`config.mk`:
```
export PLATFORM = sky130hd
export DESIGN_NAME = tksm_menu
export DESIGN_NICKNAME = d
export VERILOG_FILES = /design/src/tksm_menu.v
export VERILOG_INCLUDE_DIRS = /design/src /design/src/src
export SDC_FILE = /design/constraint.sdc
export NUM_CORES = 1
export LEC_CHECK = 0
export BUFFER_PORTS_ARGS = -buffer_cell sky130_fd_sc_hd__buf_4
export CORE_MARGIN = 4
export CORE_UTILIZATION = 61
export DETAILED_ROUTE_END_ITERATION = 10
export PLACE_DENSITY = 0.8
export SLEW_MARGIN = 20
export SYNTH_ARGS = -nofsm -noshare
export SYNTH_HDL_FRONTEND = slang
export SYNTH_SLANG_ARGS = --single-unit
```
`constraint.sdc`:
```
create_clock -name clk_i -period 11.8 [get_ports clk_i]
set_input_delay 2.36 -clock clk_i [delete_from_list [all_inputs] [get_ports clk_i]]
set_output_delay 2.36 -clock clk_i [all_outputs]
set_load 0.01 [all_outputs]
```
`src/tksm_defs.vh`:
```
// Constants for the two-key setup menu controller.
// Assumes a 40 MHz system clock and a 32-bit APB register bus.
`ifndef TKSM_DEFS_VH
`define TKSM_DEFS_VH

// Timing
`define TKSM_CLK_HZ       40000000
`define TKSM_DEB_MS       10
`define TKSM_DEB_CYC      (`TKSM_DEB_MS * (`TKSM_CLK_HZ / 1000))
`define TKSM_TICK_CYC     `TKSM_CLK_HZ

// Register byte offsets
`define TKSM_A_STATUS     8'h00
`define TKSM_A_CONFIG     8'h04
`define TKSM_A_RATED_I    8'h08
`define TKSM_A_SHUNT      8'h0C
`define TKSM_A_RANGES     8'h10
`define TKSM_A_RATED_U    8'h14
`define TKSM_A_DATE       8'h18
`define TKSM_A_TIME       8'h1C
`define TKSM_A_EDIT       8'h20

// Field positions
`define TKSM_ST_SETUP     0
`define TKSM_ST_EDIT      1
`define TKSM_CF_IND_I     0
`define TKSM_CF_HALL      1
`define TKSM_CF_IND_U     2

// Reset values
`define TKSM_RST_RATED_I  20'h00020
`define TKSM_RST_SHUNT    12'h100
`define TKSM_RST_RATED_U  16'h0000
`define TKSM_RST_LAMP     3'h5
`define TKSM_RST_PWD      16'h0000
`define TKSM_RST_DATE     24'h000101
`define TKSM_RST_TIME     24'h000000
`define TKSM_RST_CONFIG   3'h1

// Value limits (BCD)
`define TKSM_I_MIN        20'h00020
`define TKSM_I_MAX        20'h50000
`define TKSM_SH_MIN       12'h050
`define TKSM_SH_MAX       12'h100
`define TKSM_U_MAX        16'h3000
`define TKSM_HOUR_MAX     8'h23
`define TKSM_MINSEC_MAX   8'h59
`define TKSM_LAMP_MIN     3'h1
`define TKSM_LAMP_MAX     3'h5

`endif

```
`src/tksm_menu.v`:
```
// Two-key front-panel setup menu with APB register access.
// Keys are active-low pins from outside; APB runs on clk_i.
//
// How it works
// - Chord in metering enters setup mode
// - Chord in setup returns to metering
// - Outside edit: increment changes, advance steps
// - Edit: increment raises flashing digit
// - Edit: advance moves cursor to next digit
// - Advance on last digit commits, leaves edit
// - Password screen first, default code 0000
// - Rated current accepted only 20..50000
// - Rated current screen only if indirect
// - Shunt span accepted only 50..100 mV
// - Current range code 0 default, 0/1
// - Fixed screen order, advance steps
// - Voltage range code 0 default, 0/1
// - Energy clear: Yes after two presses
// - Charge clear: Yes after two presses
// - Counter clear: Yes after two presses
// - Lamp level one to five
// - Advance after date goes to time
// - Time and clock in 24-hour format
`include "tksm_defs.vh"
`timescale 1ns/1ps
`default_nettype none

module tksm_menu #(
  parameter integer DEB_CYC  = `TKSM_DEB_CYC,
  parameter integer TICK_CYC = `TKSM_TICK_CYC
) (
  input  wire        clk_i,
  input  wire        sys_rst_i,
  input  wire        key_inc_n_i,
  input  wire        key_adv_n_i,
  input  wire        psel,
  input  wire        penable,
  input  wire        pwrite,
  input  wire [7:0]  paddr,
  input  wire [31:0] pwdata,
  output reg  [31:0] prdata,
  output reg         pready,
  output reg         pslverr,
  output reg         setup_active_o,
  output reg         edit_active_o,
  output reg  [3:0]  screen_o,
  output reg  [2:0]  cursor_o,
  output reg  [2:0]  lamp_level_o,
  output reg         energy_clr_o,
  output reg         charge_clr_o,
  output reg         pulse_input_clr_o
);

  localparam [3:0] SC_METER   = 4'h0;
  localparam [3:0] SC_PASS    = 4'h1;
  localparam [3:0] SC_RATED_I = 4'h2;
  localparam [3:0] SC_SHUNT   = 4'h3;
  localparam [3:0] SC_I_RNG   = 4'h4;
  localparam [3:0] SC_RATED_U = 4'h5;
  localparam [3:0] SC_U_RNG   = 4'h6;
  localparam [3:0] SC_EN_CLR  = 4'h7;
  localparam [3:0] SC_CH_CLR  = 4'h8;
  localparam [3:0] SC_CT_CLR  = 4'h9;
  localparam [3:0] SC_LAMP    = 4'hA;
  localparam [3:0] SC_DATE    = 4'hB;
  localparam [3:0] SC_TIME    = 4'hC;
  localparam [3:0] SC_PWD     = 4'hD;

  // Key conditioning, one lane per key
  wire [1:0] key_pin_n = {key_adv_n_i, key_inc_n_i};
  wire [1:0] key_held;
  genvar g;
  generate
    for (g = 0; g < 2; g = g + 1)
    begin : g_key
      reg        s1_q;
      reg        s2_q;
      reg        st_q;
      reg [31:0] cnt_q;
      always @(posedge clk_i or posedge sys_rst_i)
      begin
        if (sys_rst_i)
        begin
          s1_q  <= 1'b1;
          s2_q  <= 1'b1;
          st_q  <= 1'b1;
          cnt_q <= 32'h0;
        end
        else
        begin
          s1_q <= key_pin_n[g];
          s2_q <= s1_q;
          if (s2_q == st_q)
            cnt_q <= 32'h0;
          else if (cnt_q >= DEB_CYC - 1)
          begin
            st_q  <= s2_q;
            cnt_q <= 32'h0;
          end
          else
            cnt_q <= cnt_q + 32'h1;
        end
      end
      assign key_held[g] = ~st_q;
    end
  endgenerate

  // Press events decoded when all keys are released
  reg  [1:0] seen_q;
  reg        any_q;
  wire       rel = any_q & ~(|key_held);
  wire       ev_combo = rel & seen_q[0] & seen_q[1];
  wire       ev_inc   = rel & seen_q[0] & ~seen_q[1];
  wire       ev_adv   = rel & seen_q[1] & ~seen_q[0];

  always @(posedge clk_i or posedge sys_rst_i)
  begin
    if (sys_rst_i)
    begin
      seen_q <= 2'b00;
      any_q  <= 1'b0;
    end
    else
    begin
      any_q  <= |key_held;
      seen_q <= rel ? 2'b00 : (seen_q | key_held);
    end
  end

  // Menu state and settings
  reg [3:0]  scr_q;
  reg        edit_q;
  reg [2:0]  cur_q;
  reg [23:0] buf_q;
  reg [1:0]  yes_cnt_q;
  reg [19:0] rated_i_q;
  reg [11:0] shunt_q;
  reg [15:0] rated_u_q;
  reg        irng_q;
  reg        urng_q;
  reg [2:0]  lamp_q;
  reg [23:0] date_q;
  reg [23:0] time_q;
  reg [15:0] pwd_q;
  reg [2:0]  cfg_q;
  reg [31:0] tick_q;

  // Flashing digit increment, nibble by nibble
  wire [23:0] inc_buf;
  generate
    for (g = 0; g < 6; g = g + 1)
    begin : g_dig
      wire [3:0] nib = buf_q[4*g+3:4*g];
      assign inc_buf[4*g+3:4*g] = (cur_q != g) ? nib :
                                  (nib == 4'h9) ? 4'h0 : nib + 4'h1;
    end
  endgenerate

  // Screens present for this build
  wire [15:0] pres;
  // rated current only for indirect build
  assign pres = {2'b11, 7'h7F,
                 cfg_q[`TKSM_CF_IND_U], cfg_q[`TKSM_CF_IND_U],
                 cfg_q[`TKSM_CF_HALL],
                 cfg_q[`TKSM_CF_IND_I] & ~cfg_q[`TKSM_CF_HALL],
                 cfg_q[`TKSM_CF_IND_I], 2'b00};

  function [3:0] nxt_scr;
    input [3:0]  s;
    input [15:0] p;
    integer k;
    reg     hit;
    begin
      nxt_scr = SC_PWD;
      hit     = 1'b0;
      for (k = 13; k >= 2; k = k - 1)
        if (p[k] && k > s)
        begin
          nxt_scr = k[3:0];
          hit     = 1'b1;
        end
      if (!hit)
        for (k = 13; k >= 2; k = k - 1)
          if (p[k])
            nxt_scr = k[3:0];
    end
  endfunction

  function [2:0] ndig;
    input [3:0] s;
    begin
      case (s)
        SC_RATED_I: ndig = 3'd5;
        SC_SHUNT:   ndig = 3'd3;
        SC_DATE:    ndig = 3'd6;
        SC_TIME:    ndig = 3'd6;
        default:    ndig = 3'd4;
      endcase
    end
  endfunction

  function [23:0] time_inc;
    input [23:0] t;
    begin
      time_inc = t;
      if (t[3:0] != 4'h9)
        time_inc[3:0] = t[3:0] + 4'h1;
      else if (t[7:4] != 4'h5)
        time_inc[7:0] = {t[7:4] + 4'h1, 4'h0};
      else if (t[11:8] != 4'h9)
        time_inc[15:0] = {t[15:12], t[11:8] + 4'h1, 8'h00};
      else if (t[15:12] != 4'h5)
        time_inc[15:0] = {t[15:12] + 4'h1, 12'h000};
      else if (t[23:16] == `TKSM_HOUR_MAX)
        time_inc = 24'h000000;
      else if (t[19:16] == 4'h9)
        time_inc = {t[23:20] + 4'h1, 20'h00000};
      else
        time_inc = {t[23:20], t[19:16] + 4'h1, 16'h0000};
    end
  endfunction

  wire is_edit_scr = (scr_q == SC_PASS) || (scr_q == SC_RATED_I) ||
                     (scr_q == SC_SHUNT) || (scr_q == SC_RATED_U) ||
                     (scr_q == SC_DATE) || (scr_q == SC_TIME) ||
                     (scr_q == SC_PWD);
  wire date_ok = (buf_q[15:8] != 8'h00) && (buf_q[15:8] <= 8'h12) &&
                 (buf_q[7:0] != 8'h00) && (buf_q[7:0] <= 8'h31);
  wire time_ok = (buf_q[23:16] <= `TKSM_HOUR_MAX) &&
                 (buf_q[15:8] <= `TKSM_MINSEC_MAX) &&
                 (buf_q[7:0] <= `TKSM_MINSEC_MAX);
  wire       tick = (tick_q >= TICK_CYC - 1);
  wire [3:0] scr_next = nxt_scr(scr_q, pres);
  wire       apb_wr = psel & penable & pwrite & ~pready;

  always @(posedge clk_i or posedge sys_rst_i)
  begin
    if (sys_rst_i)
    begin
      scr_q     <= SC_METER;
      edit_q    <= 1'b0;
      cur_q     <= 3'h0;
      buf_q     <= 24'h0;
      yes_cnt_q <= 2'h0;
      rated_i_q <= `TKSM_RST_RATED_I;
      shunt_q   <= `TKSM_RST_SHUNT;
      rated_u_q <= `TKSM_RST_RATED_U;
      irng_q    <= 1'b0;
      urng_q    <= 1'b0;
      lamp_q    <= `TKSM_RST_LAMP;
      date_q    <= `TKSM_RST_DATE;
      time_q    <= `TKSM_RST_TIME;
      pwd_q     <= `TKSM_RST_PWD;
      cfg_q     <= `TKSM_RST_CONFIG;
      tick_q    <= 32'h0;
      energy_clr_o      <= 1'b0;
      charge_clr_o      <= 1'b0;
      pulse_input_clr_o <= 1'b0;
    end
    else
    begin
      energy_clr_o      <= 1'b0;
      charge_clr_o      <= 1'b0;
      pulse_input_clr_o <= 1'b0;
      tick_q <= tick ? 32'h0 : tick_q + 32'h1;
      if (tick)
        time_q <= time_inc(time_q);
      if (apb_wr && paddr == `TKSM_A_CONFIG)
        cfg_q <= pwdata[2:0];
      if (ev_combo)
      begin
        edit_q <= 1'b0;
        if (scr_q == SC_METER)
        begin
          scr_q <= SC_PASS;
          buf_q <= 24'h0;
        end
        else
          scr_q <= SC_METER;
      end
      else if (scr_q != SC_METER && edit_q)
      begin
        if (ev_inc)
          buf_q <= inc_buf;
        else if (ev_adv && cur_q != 3'h0)
        begin
          cur_q <= cur_q - 3'h1;
        end
        else if (ev_adv)
        begin
          edit_q <= 1'b0;
          case (scr_q)
            SC_RATED_I:
              if (buf_q[19:0] >= `TKSM_I_MIN &&
                  buf_q[19:0] <= `TKSM_I_MAX)
                rated_i_q <= buf_q[19:0];
            SC_SHUNT:
              if (buf_q[11:0] >= `TKSM_SH_MIN &&
                  buf_q[11:0] <= `TKSM_SH_MAX)
                shunt_q <= buf_q[11:0];
            SC_RATED_U:
              if (buf_q[15:0] <= `TKSM_U_MAX)
                rated_u_q <= buf_q[15:0];
            SC_DATE:
              if (date_ok)
                date_q <= buf_q;
            SC_TIME:
              if (time_ok)
                time_q <= buf_q;
            SC_PWD:
              pwd_q <= buf_q[15:0];
            default:
              buf_q <= buf_q;
          endcase
        end
      end
      else if (scr_q != SC_METER)
      begin
        if (ev_inc)
        begin
          case (scr_q)
            SC_I_RNG:
              irng_q <= ~irng_q;
            SC_U_RNG:
              urng_q <= ~urng_q;
            SC_LAMP:
              lamp_q <= (lamp_q >= `TKSM_LAMP_MAX) ? `TKSM_LAMP_MIN :
                        lamp_q + 3'h1;
            SC_EN_CLR, SC_CH_CLR, SC_CT_CLR:
              yes_cnt_q <= (yes_cnt_q == 2'h2) ? 2'h0 : yes_cnt_q + 2'h1;
            default:
              if (is_edit_scr)
              begin
                edit_q <= 1'b1;
                cur_q  <= ndig(scr_q) - 3'h1;
                if (scr_q != SC_PASS)
                  buf_q <= 24'h0;
                case (scr_q)
                  SC_RATED_I: buf_q <= {4'h0, rated_i_q};
                  SC_SHUNT:   buf_q <= {12'h000, shunt_q};
                  SC_RATED_U: buf_q <= {8'h00, rated_u_q};
                  SC_DATE:    buf_q <= date_q;
                  SC_TIME:    buf_q <= time_q;
                  SC_PWD:     buf_q <= {8'h00, pwd_q};
                  default:    buf_q <= buf_q;
                endcase
              end
          endcase
        end
        else if (ev_adv)
        begin
          yes_cnt_q <= 2'h0;
          energy_clr_o <= (scr_q == SC_EN_CLR) && (yes_cnt_q == 2'h2);
          charge_clr_o <= (scr_q == SC_CH_CLR) && (yes_cnt_q == 2'h2);
          pulse_input_clr_o <= (scr_q == SC_CT_CLR) &&
                               (yes_cnt_q == 2'h2);
          if (scr_q == SC_PASS && buf_q[15:0] != pwd_q)
            scr_q <= SC_METER;
          else
            scr_q <= scr_next;
        end
      end
    end
  end

  // Register outputs and APB slave
  reg [31:0] rd_mux;
  reg        rd_err;
  always @*
  begin
    rd_err = 1'b0;
    case (paddr)
      `TKSM_A_STATUS:  rd_mux = {16'h0, 2'h0, yes_cnt_q, scr_q,
                                 1'b0, cur_q, 2'h0, edit_q,
                                 scr_q != SC_METER};
      `TKSM_A_CONFIG:  rd_mux = {29'h0, cfg_q};
      `TKSM_A_RATED_I: rd_mux = {12'h0, rated_i_q};
      `TKSM_A_SHUNT:   rd_mux = {20'h0, shunt_q};
      `TKSM_A_RANGES:  rd_mux = {25'h0, lamp_q, 2'h0, urng_q, irng_q};
      `TKSM_A_RATED_U: rd_mux = {16'h0, rated_u_q};
      `TKSM_A_DATE:    rd_mux = {8'h0, date_q};
      `TKSM_A_TIME:    rd_mux = {8'h0, time_q};
      `TKSM_A_EDIT:    rd_mux = {8'h0, buf_q};
      default:
      begin
        rd_mux = 32'h0;
        rd_err = 1'b1;
      end
    endcase
  end

  always @(posedge clk_i or posedge sys_rst_i)
  begin
    if (sys_rst_i)
    begin
      prdata         <= 32'h0;
      pready         <= 1'b0;
      pslverr        <= 1'b0;
      setup_active_o <= 1'b0;
      edit_active_o  <= 1'b0;
      screen_o       <= 4'h0;
      cursor_o       <= 3'h0;
      lamp_level_o   <= `TKSM_RST_LAMP;
    end
    else
    begin
      pready  <= psel & penable & ~pready;
      pslverr <= psel & penable & ~pready & rd_err;
      if (psel & penable & ~pready & ~pwrite)
        prdata <= rd_mux;
      setup_active_o <= (scr_q != SC_METER);
      edit_active_o  <= edit_q;
      screen_o       <= scr_q;
      cursor_o       <= cur_q;
      lamp_level_o   <= lamp_q;
    end
  end

endmodule // tksm_menu

`default_nettype wire

```
==> key figures <==
Run status
  • Outcome: finished, violations left
  • Failing checks: DRC

Pwr
  • Pint: 1.975 mW
  • Switch share: 33.71%
  • Static leakage: 7.439 nW
  • Combinational share of power: 21.6%
  • Total power: 2.979 mW
  • P_sw: 1.004 mW
  • Pwr per Cell Area: 173.4 mW/mm^2
  • VDD IR max: 209.7 uV
  • Clock power frac: 36.1%
  • Flop pwr share: 42.3%

Timing
  • Worst-Margin Slew: 1.161 ns
  • Period utilisation layout: 39.76%
  • Max Slew Vio Count: 0
  • Setup violations, final: 0
  • Fmax: 213.1 MHz
  • Skew final: 0.01296 ns
  • TNS Setup: 0 ns
  • Slew margin rel.: 22.61%
  • Final Critical Period: 4.692 ns
  • RSZ-0062 raised after global routing: false
  • Fin. Hold Viols: 0

Placement
  • DPL Wire Length: 26.69 mm
  • Number of I/O port buffers: 58
  • Routability cong.: 0.9329

Synth
  • Synth cell types: 83
  • Seq/Total Area, Yosys: 48.80%
  • Number of flops mapped to enable cells by yosys: 0
  • Async SR Flop Fraction: 100.0%
  • Post-Syn Area: 0.01542 mm^2
  • Syn. warnings: 0
  • Syn Area/Cell: 9.957 um^2
  • FF+latch count, synth: 300
  • Most used flip-flop cell after synthesis: dfrtp_1
  • Cells after synthesis: 1,549

Clock network
  • Postcts setup bufs: 0
  • Hold buffer count at cts: 0
  • Reg clk slew, reported paths: 0.06 ns
  • Htree depth: 2
  • Post-CTS sizing: 0
  • CTS tree: built
  • TritonCTS buffer count: 34
  • CTS max path bufs: 3
  • Clock root cell: clkbuf_16
  • Worst skew pair latency: 0.52 ns
  • CTS sink count: 300

Drt
  • Initial drt markers: 1,816
  • Vias: 12,845
  • Final wirelength: 42.12 mm
  • Final ANT Viol Nets: 0
  • DR WL/cell: 21.79 um
  • DR vias/cell: 6.645
  • DRT Pass-1 Iters: 11
  • Drc violations: 3

Worst hold path
  • Tightest Hold Check Type: register to register

Global routing
  • Largest net degree at the start of global routing: 129
  • First-pass GRT wire length: 67.37 mm
  • Number of global-route vias before repair: 12,603
  • Gr ovfl total: 0
  • Initial antenna violation count: 0
  • Total Routing Usage GR: 29.80%

Floorplan
  • Core area: 0.02460 mm^2
  • IO Count: 96
  • DIE WIDTH: 167.0 um
  • Die H: 167.0 um
  • Rows: 57
  • DIE AREA: 0.02789 mm^2
  • Initial Utilization: 62.68%

Run
  • Max Cap Viol: 0

Final layout
  • Final Core Density: 69.82%
  • Area grow syn2layout: 11.39%
  • Nets: 1,647
  • Antenna cells: 0
  • Layout cells sized above 1: 15.97%

Setup path
  • Critical Path AT: 5.13 ns
  • Worst setup SP type: input port
  • CP Class: input port to register
  • CP Capture Type: register
  • CP max FO: 15
  • Worst EP required: 12.24 ns
kinds of logic (layout without fill, tap and decap cells):
kind of cell	after synthesis	after routing	share of synthesized area [%]
mux	94	94	6.749
xor+xnor	88	88	4.997
fa+ha+maj	15	15	1.217
buf+inv	148	169	4.397
simple gates	533	533	17.70
other cells	1	40	0.02431
compound gates	370	370	16.12
flops	300	300	48.80
per-stage QoR:
| stage | instance area (um^2) | hold slack [ns] | worst slack (ns) | instances |
|---|---|---|---|---|
| after floorplan | 15570 | 0.3452 | 1.176 | 1588 |
| after global placement | 16020 | 0.3490 | 6.510 | 1873 |
| after detailed placement | 16020 | 0.3499 | 6.769 | 1873 |
| after CTS | 17170 | 0.3576 | 7.287 | 1933 |
| after global routing | 17180 | 0.3673 | 7.061 | 1933 |
| final | 17180 | 0.3598 | 7.108 | 1933 |
path summary, 6_finish.rpt:
check                                             start                     endpoint  slack [ns]  cells after the start
worst max-delay path                           paddr[7]        prdata[1]$_DFFE_PP0P_        7.11                      7
worst min-delay path            g_key[1].s1_q$_DFF_PP1_      g_key[1].s2_q$_DFF_PP1_        0.36                      0
worst max register to register     scr_q[3]$_DFFE_PP0P_       shunt_q[5]$_DFFE_PP0P_        8.02                      7
worst min register to register  g_key[1].s1_q$_DFF_PP1_      g_key[1].s2_q$_DFF_PP1_        0.36                      0
max in group asynchronous                     sys_rst_i     rated_i_q[8]$_DFFE_PP0P_        8.43                      3
min in group asynchronous                     sys_rst_i  g_key[0].cnt_q[0]$_DFF_PP0_        1.97                      2
worst max-delay path, stage by stage:
cell,delay (ns)
buf_4,0.14
nor2_1,0.37
and3_1,0.76
nor3b_4,0.86
a22oi_1,0.15
o211ai_1,0.29
a22o_1,0.20
power by group through the flow:
| stage | registers, mW | logic (mW) | clock network, mW |
|---|---|---|---|
| 6_report | 1.26 | 0.643 | 1.07 |
| 5_1_grt | 1.27 | 0.686 | 1.13 |
| 4_1_cts | 1.25 | 0.623 | 1.08 |
| 3_5_place_dp | 1.27 | 0.615 | 0 |
| 3_3_place_gp | 1.26 | 0.602 | 0 |
| 2_1_floorplan | 1.18 | 0.489 | 0 |
layout by cell type (no fill, tap or decap), types with 6 or more instances in the layout:
cell,count
nor2_1,138
mux2_2,80
o22ai_1,8
nor4_1,15
or3_1,14
nor2b_1,25
a21o_1,10
mux2i_1,14
a32o_1,6
clkbuf_16,35
inv_1,32
buf_4,74
a21oi_1,73
dfrtp_1,285
nand3_1,54
a31oi_1,15
xnor2_1,52
conb_1,40
o21ai_0,98
and3_1,33
a22o_1,17
a222oi_1,22
a221o_1,6
a2111oi_0,7
a211oi_1,7
xor2_1,36
nand2b_1,8
clkbuf_8,11
a221oi_1,11
o211ai_1,6
nand3b_1,6
nand4_1,20
dfstp_2,15
nor3_1,22
a22oi_1,42
and4_1,7
nand2_1,145
ha_1,15
layout make-up:
class,instances,area [um^2]
Sequential cell,300,7526
Fill cell,1788,7425
Multi-Input combinational cell,1140,7391
Clock buffer,51,1046
Timing Repair Buffer,76,578.1
Tap cell,324,405.4
Inverter,33,131.4
Clock inverter,9,102.6
sequential cells by signal, indices dropped and copies added (netlist names), 4 cells and up:
signal,flops
buf_q,24
date_q,24
g_key.cnt_q,64
prdata,24
pwd_q,16
rated_i_q,20
rated_u_q,16
scr_q,4
screen_o,4
shunt_q,12
tick_q,32
time_q,24
layer usage:
metal  GRT usage [%]  vias to the layer above  wire length (um)
met5               0                        -                 0
met4           14.59                        0              2364
met3           5.641                      191              4291
met2           47.20                      780             19280
met1           39.75                     6243             16180
li1                -                     5631                 -
synth_stat cells, drive strengths merged, types with 8 or more instances:
library cell | count | share of area, %
a21o | 10 | 0.49
ha | 15 | 1.2
nand3 | 54 | 1.8
or3 | 15 | 0.62
a22oi | 43 | 2.1
a22o | 17 | 0.97
a31oi | 15 | 0.61
o21ai | 101 | 3.3
nor2 | 139 | 3.4
nand2b | 8 | 0.32
nor4 | 18 | 0.91
nor2b | 25 | 1.0
dfstp | 15 | 2.6
buf | 46 | 1.9
mux2 | 80 | 5.8
a21oi | 75 | 2.4
nor3 | 26 | 0.97
clkbuf | 69 | 1.7
mux2i | 14 | 0.91
nand2 | 145 | 3.5
xnor2 | 52 | 3.0
a221oi | 11 | 0.62
nand4 | 21 | 0.95
and3 | 33 | 1.3
dfrtp | 285 | 46
xor2 | 36 | 2.0
o22ai | 8 | 0.32
a222oi | 22 | 1.4
inv | 33 | 0.80
Power figures use the tool's default switching activity.
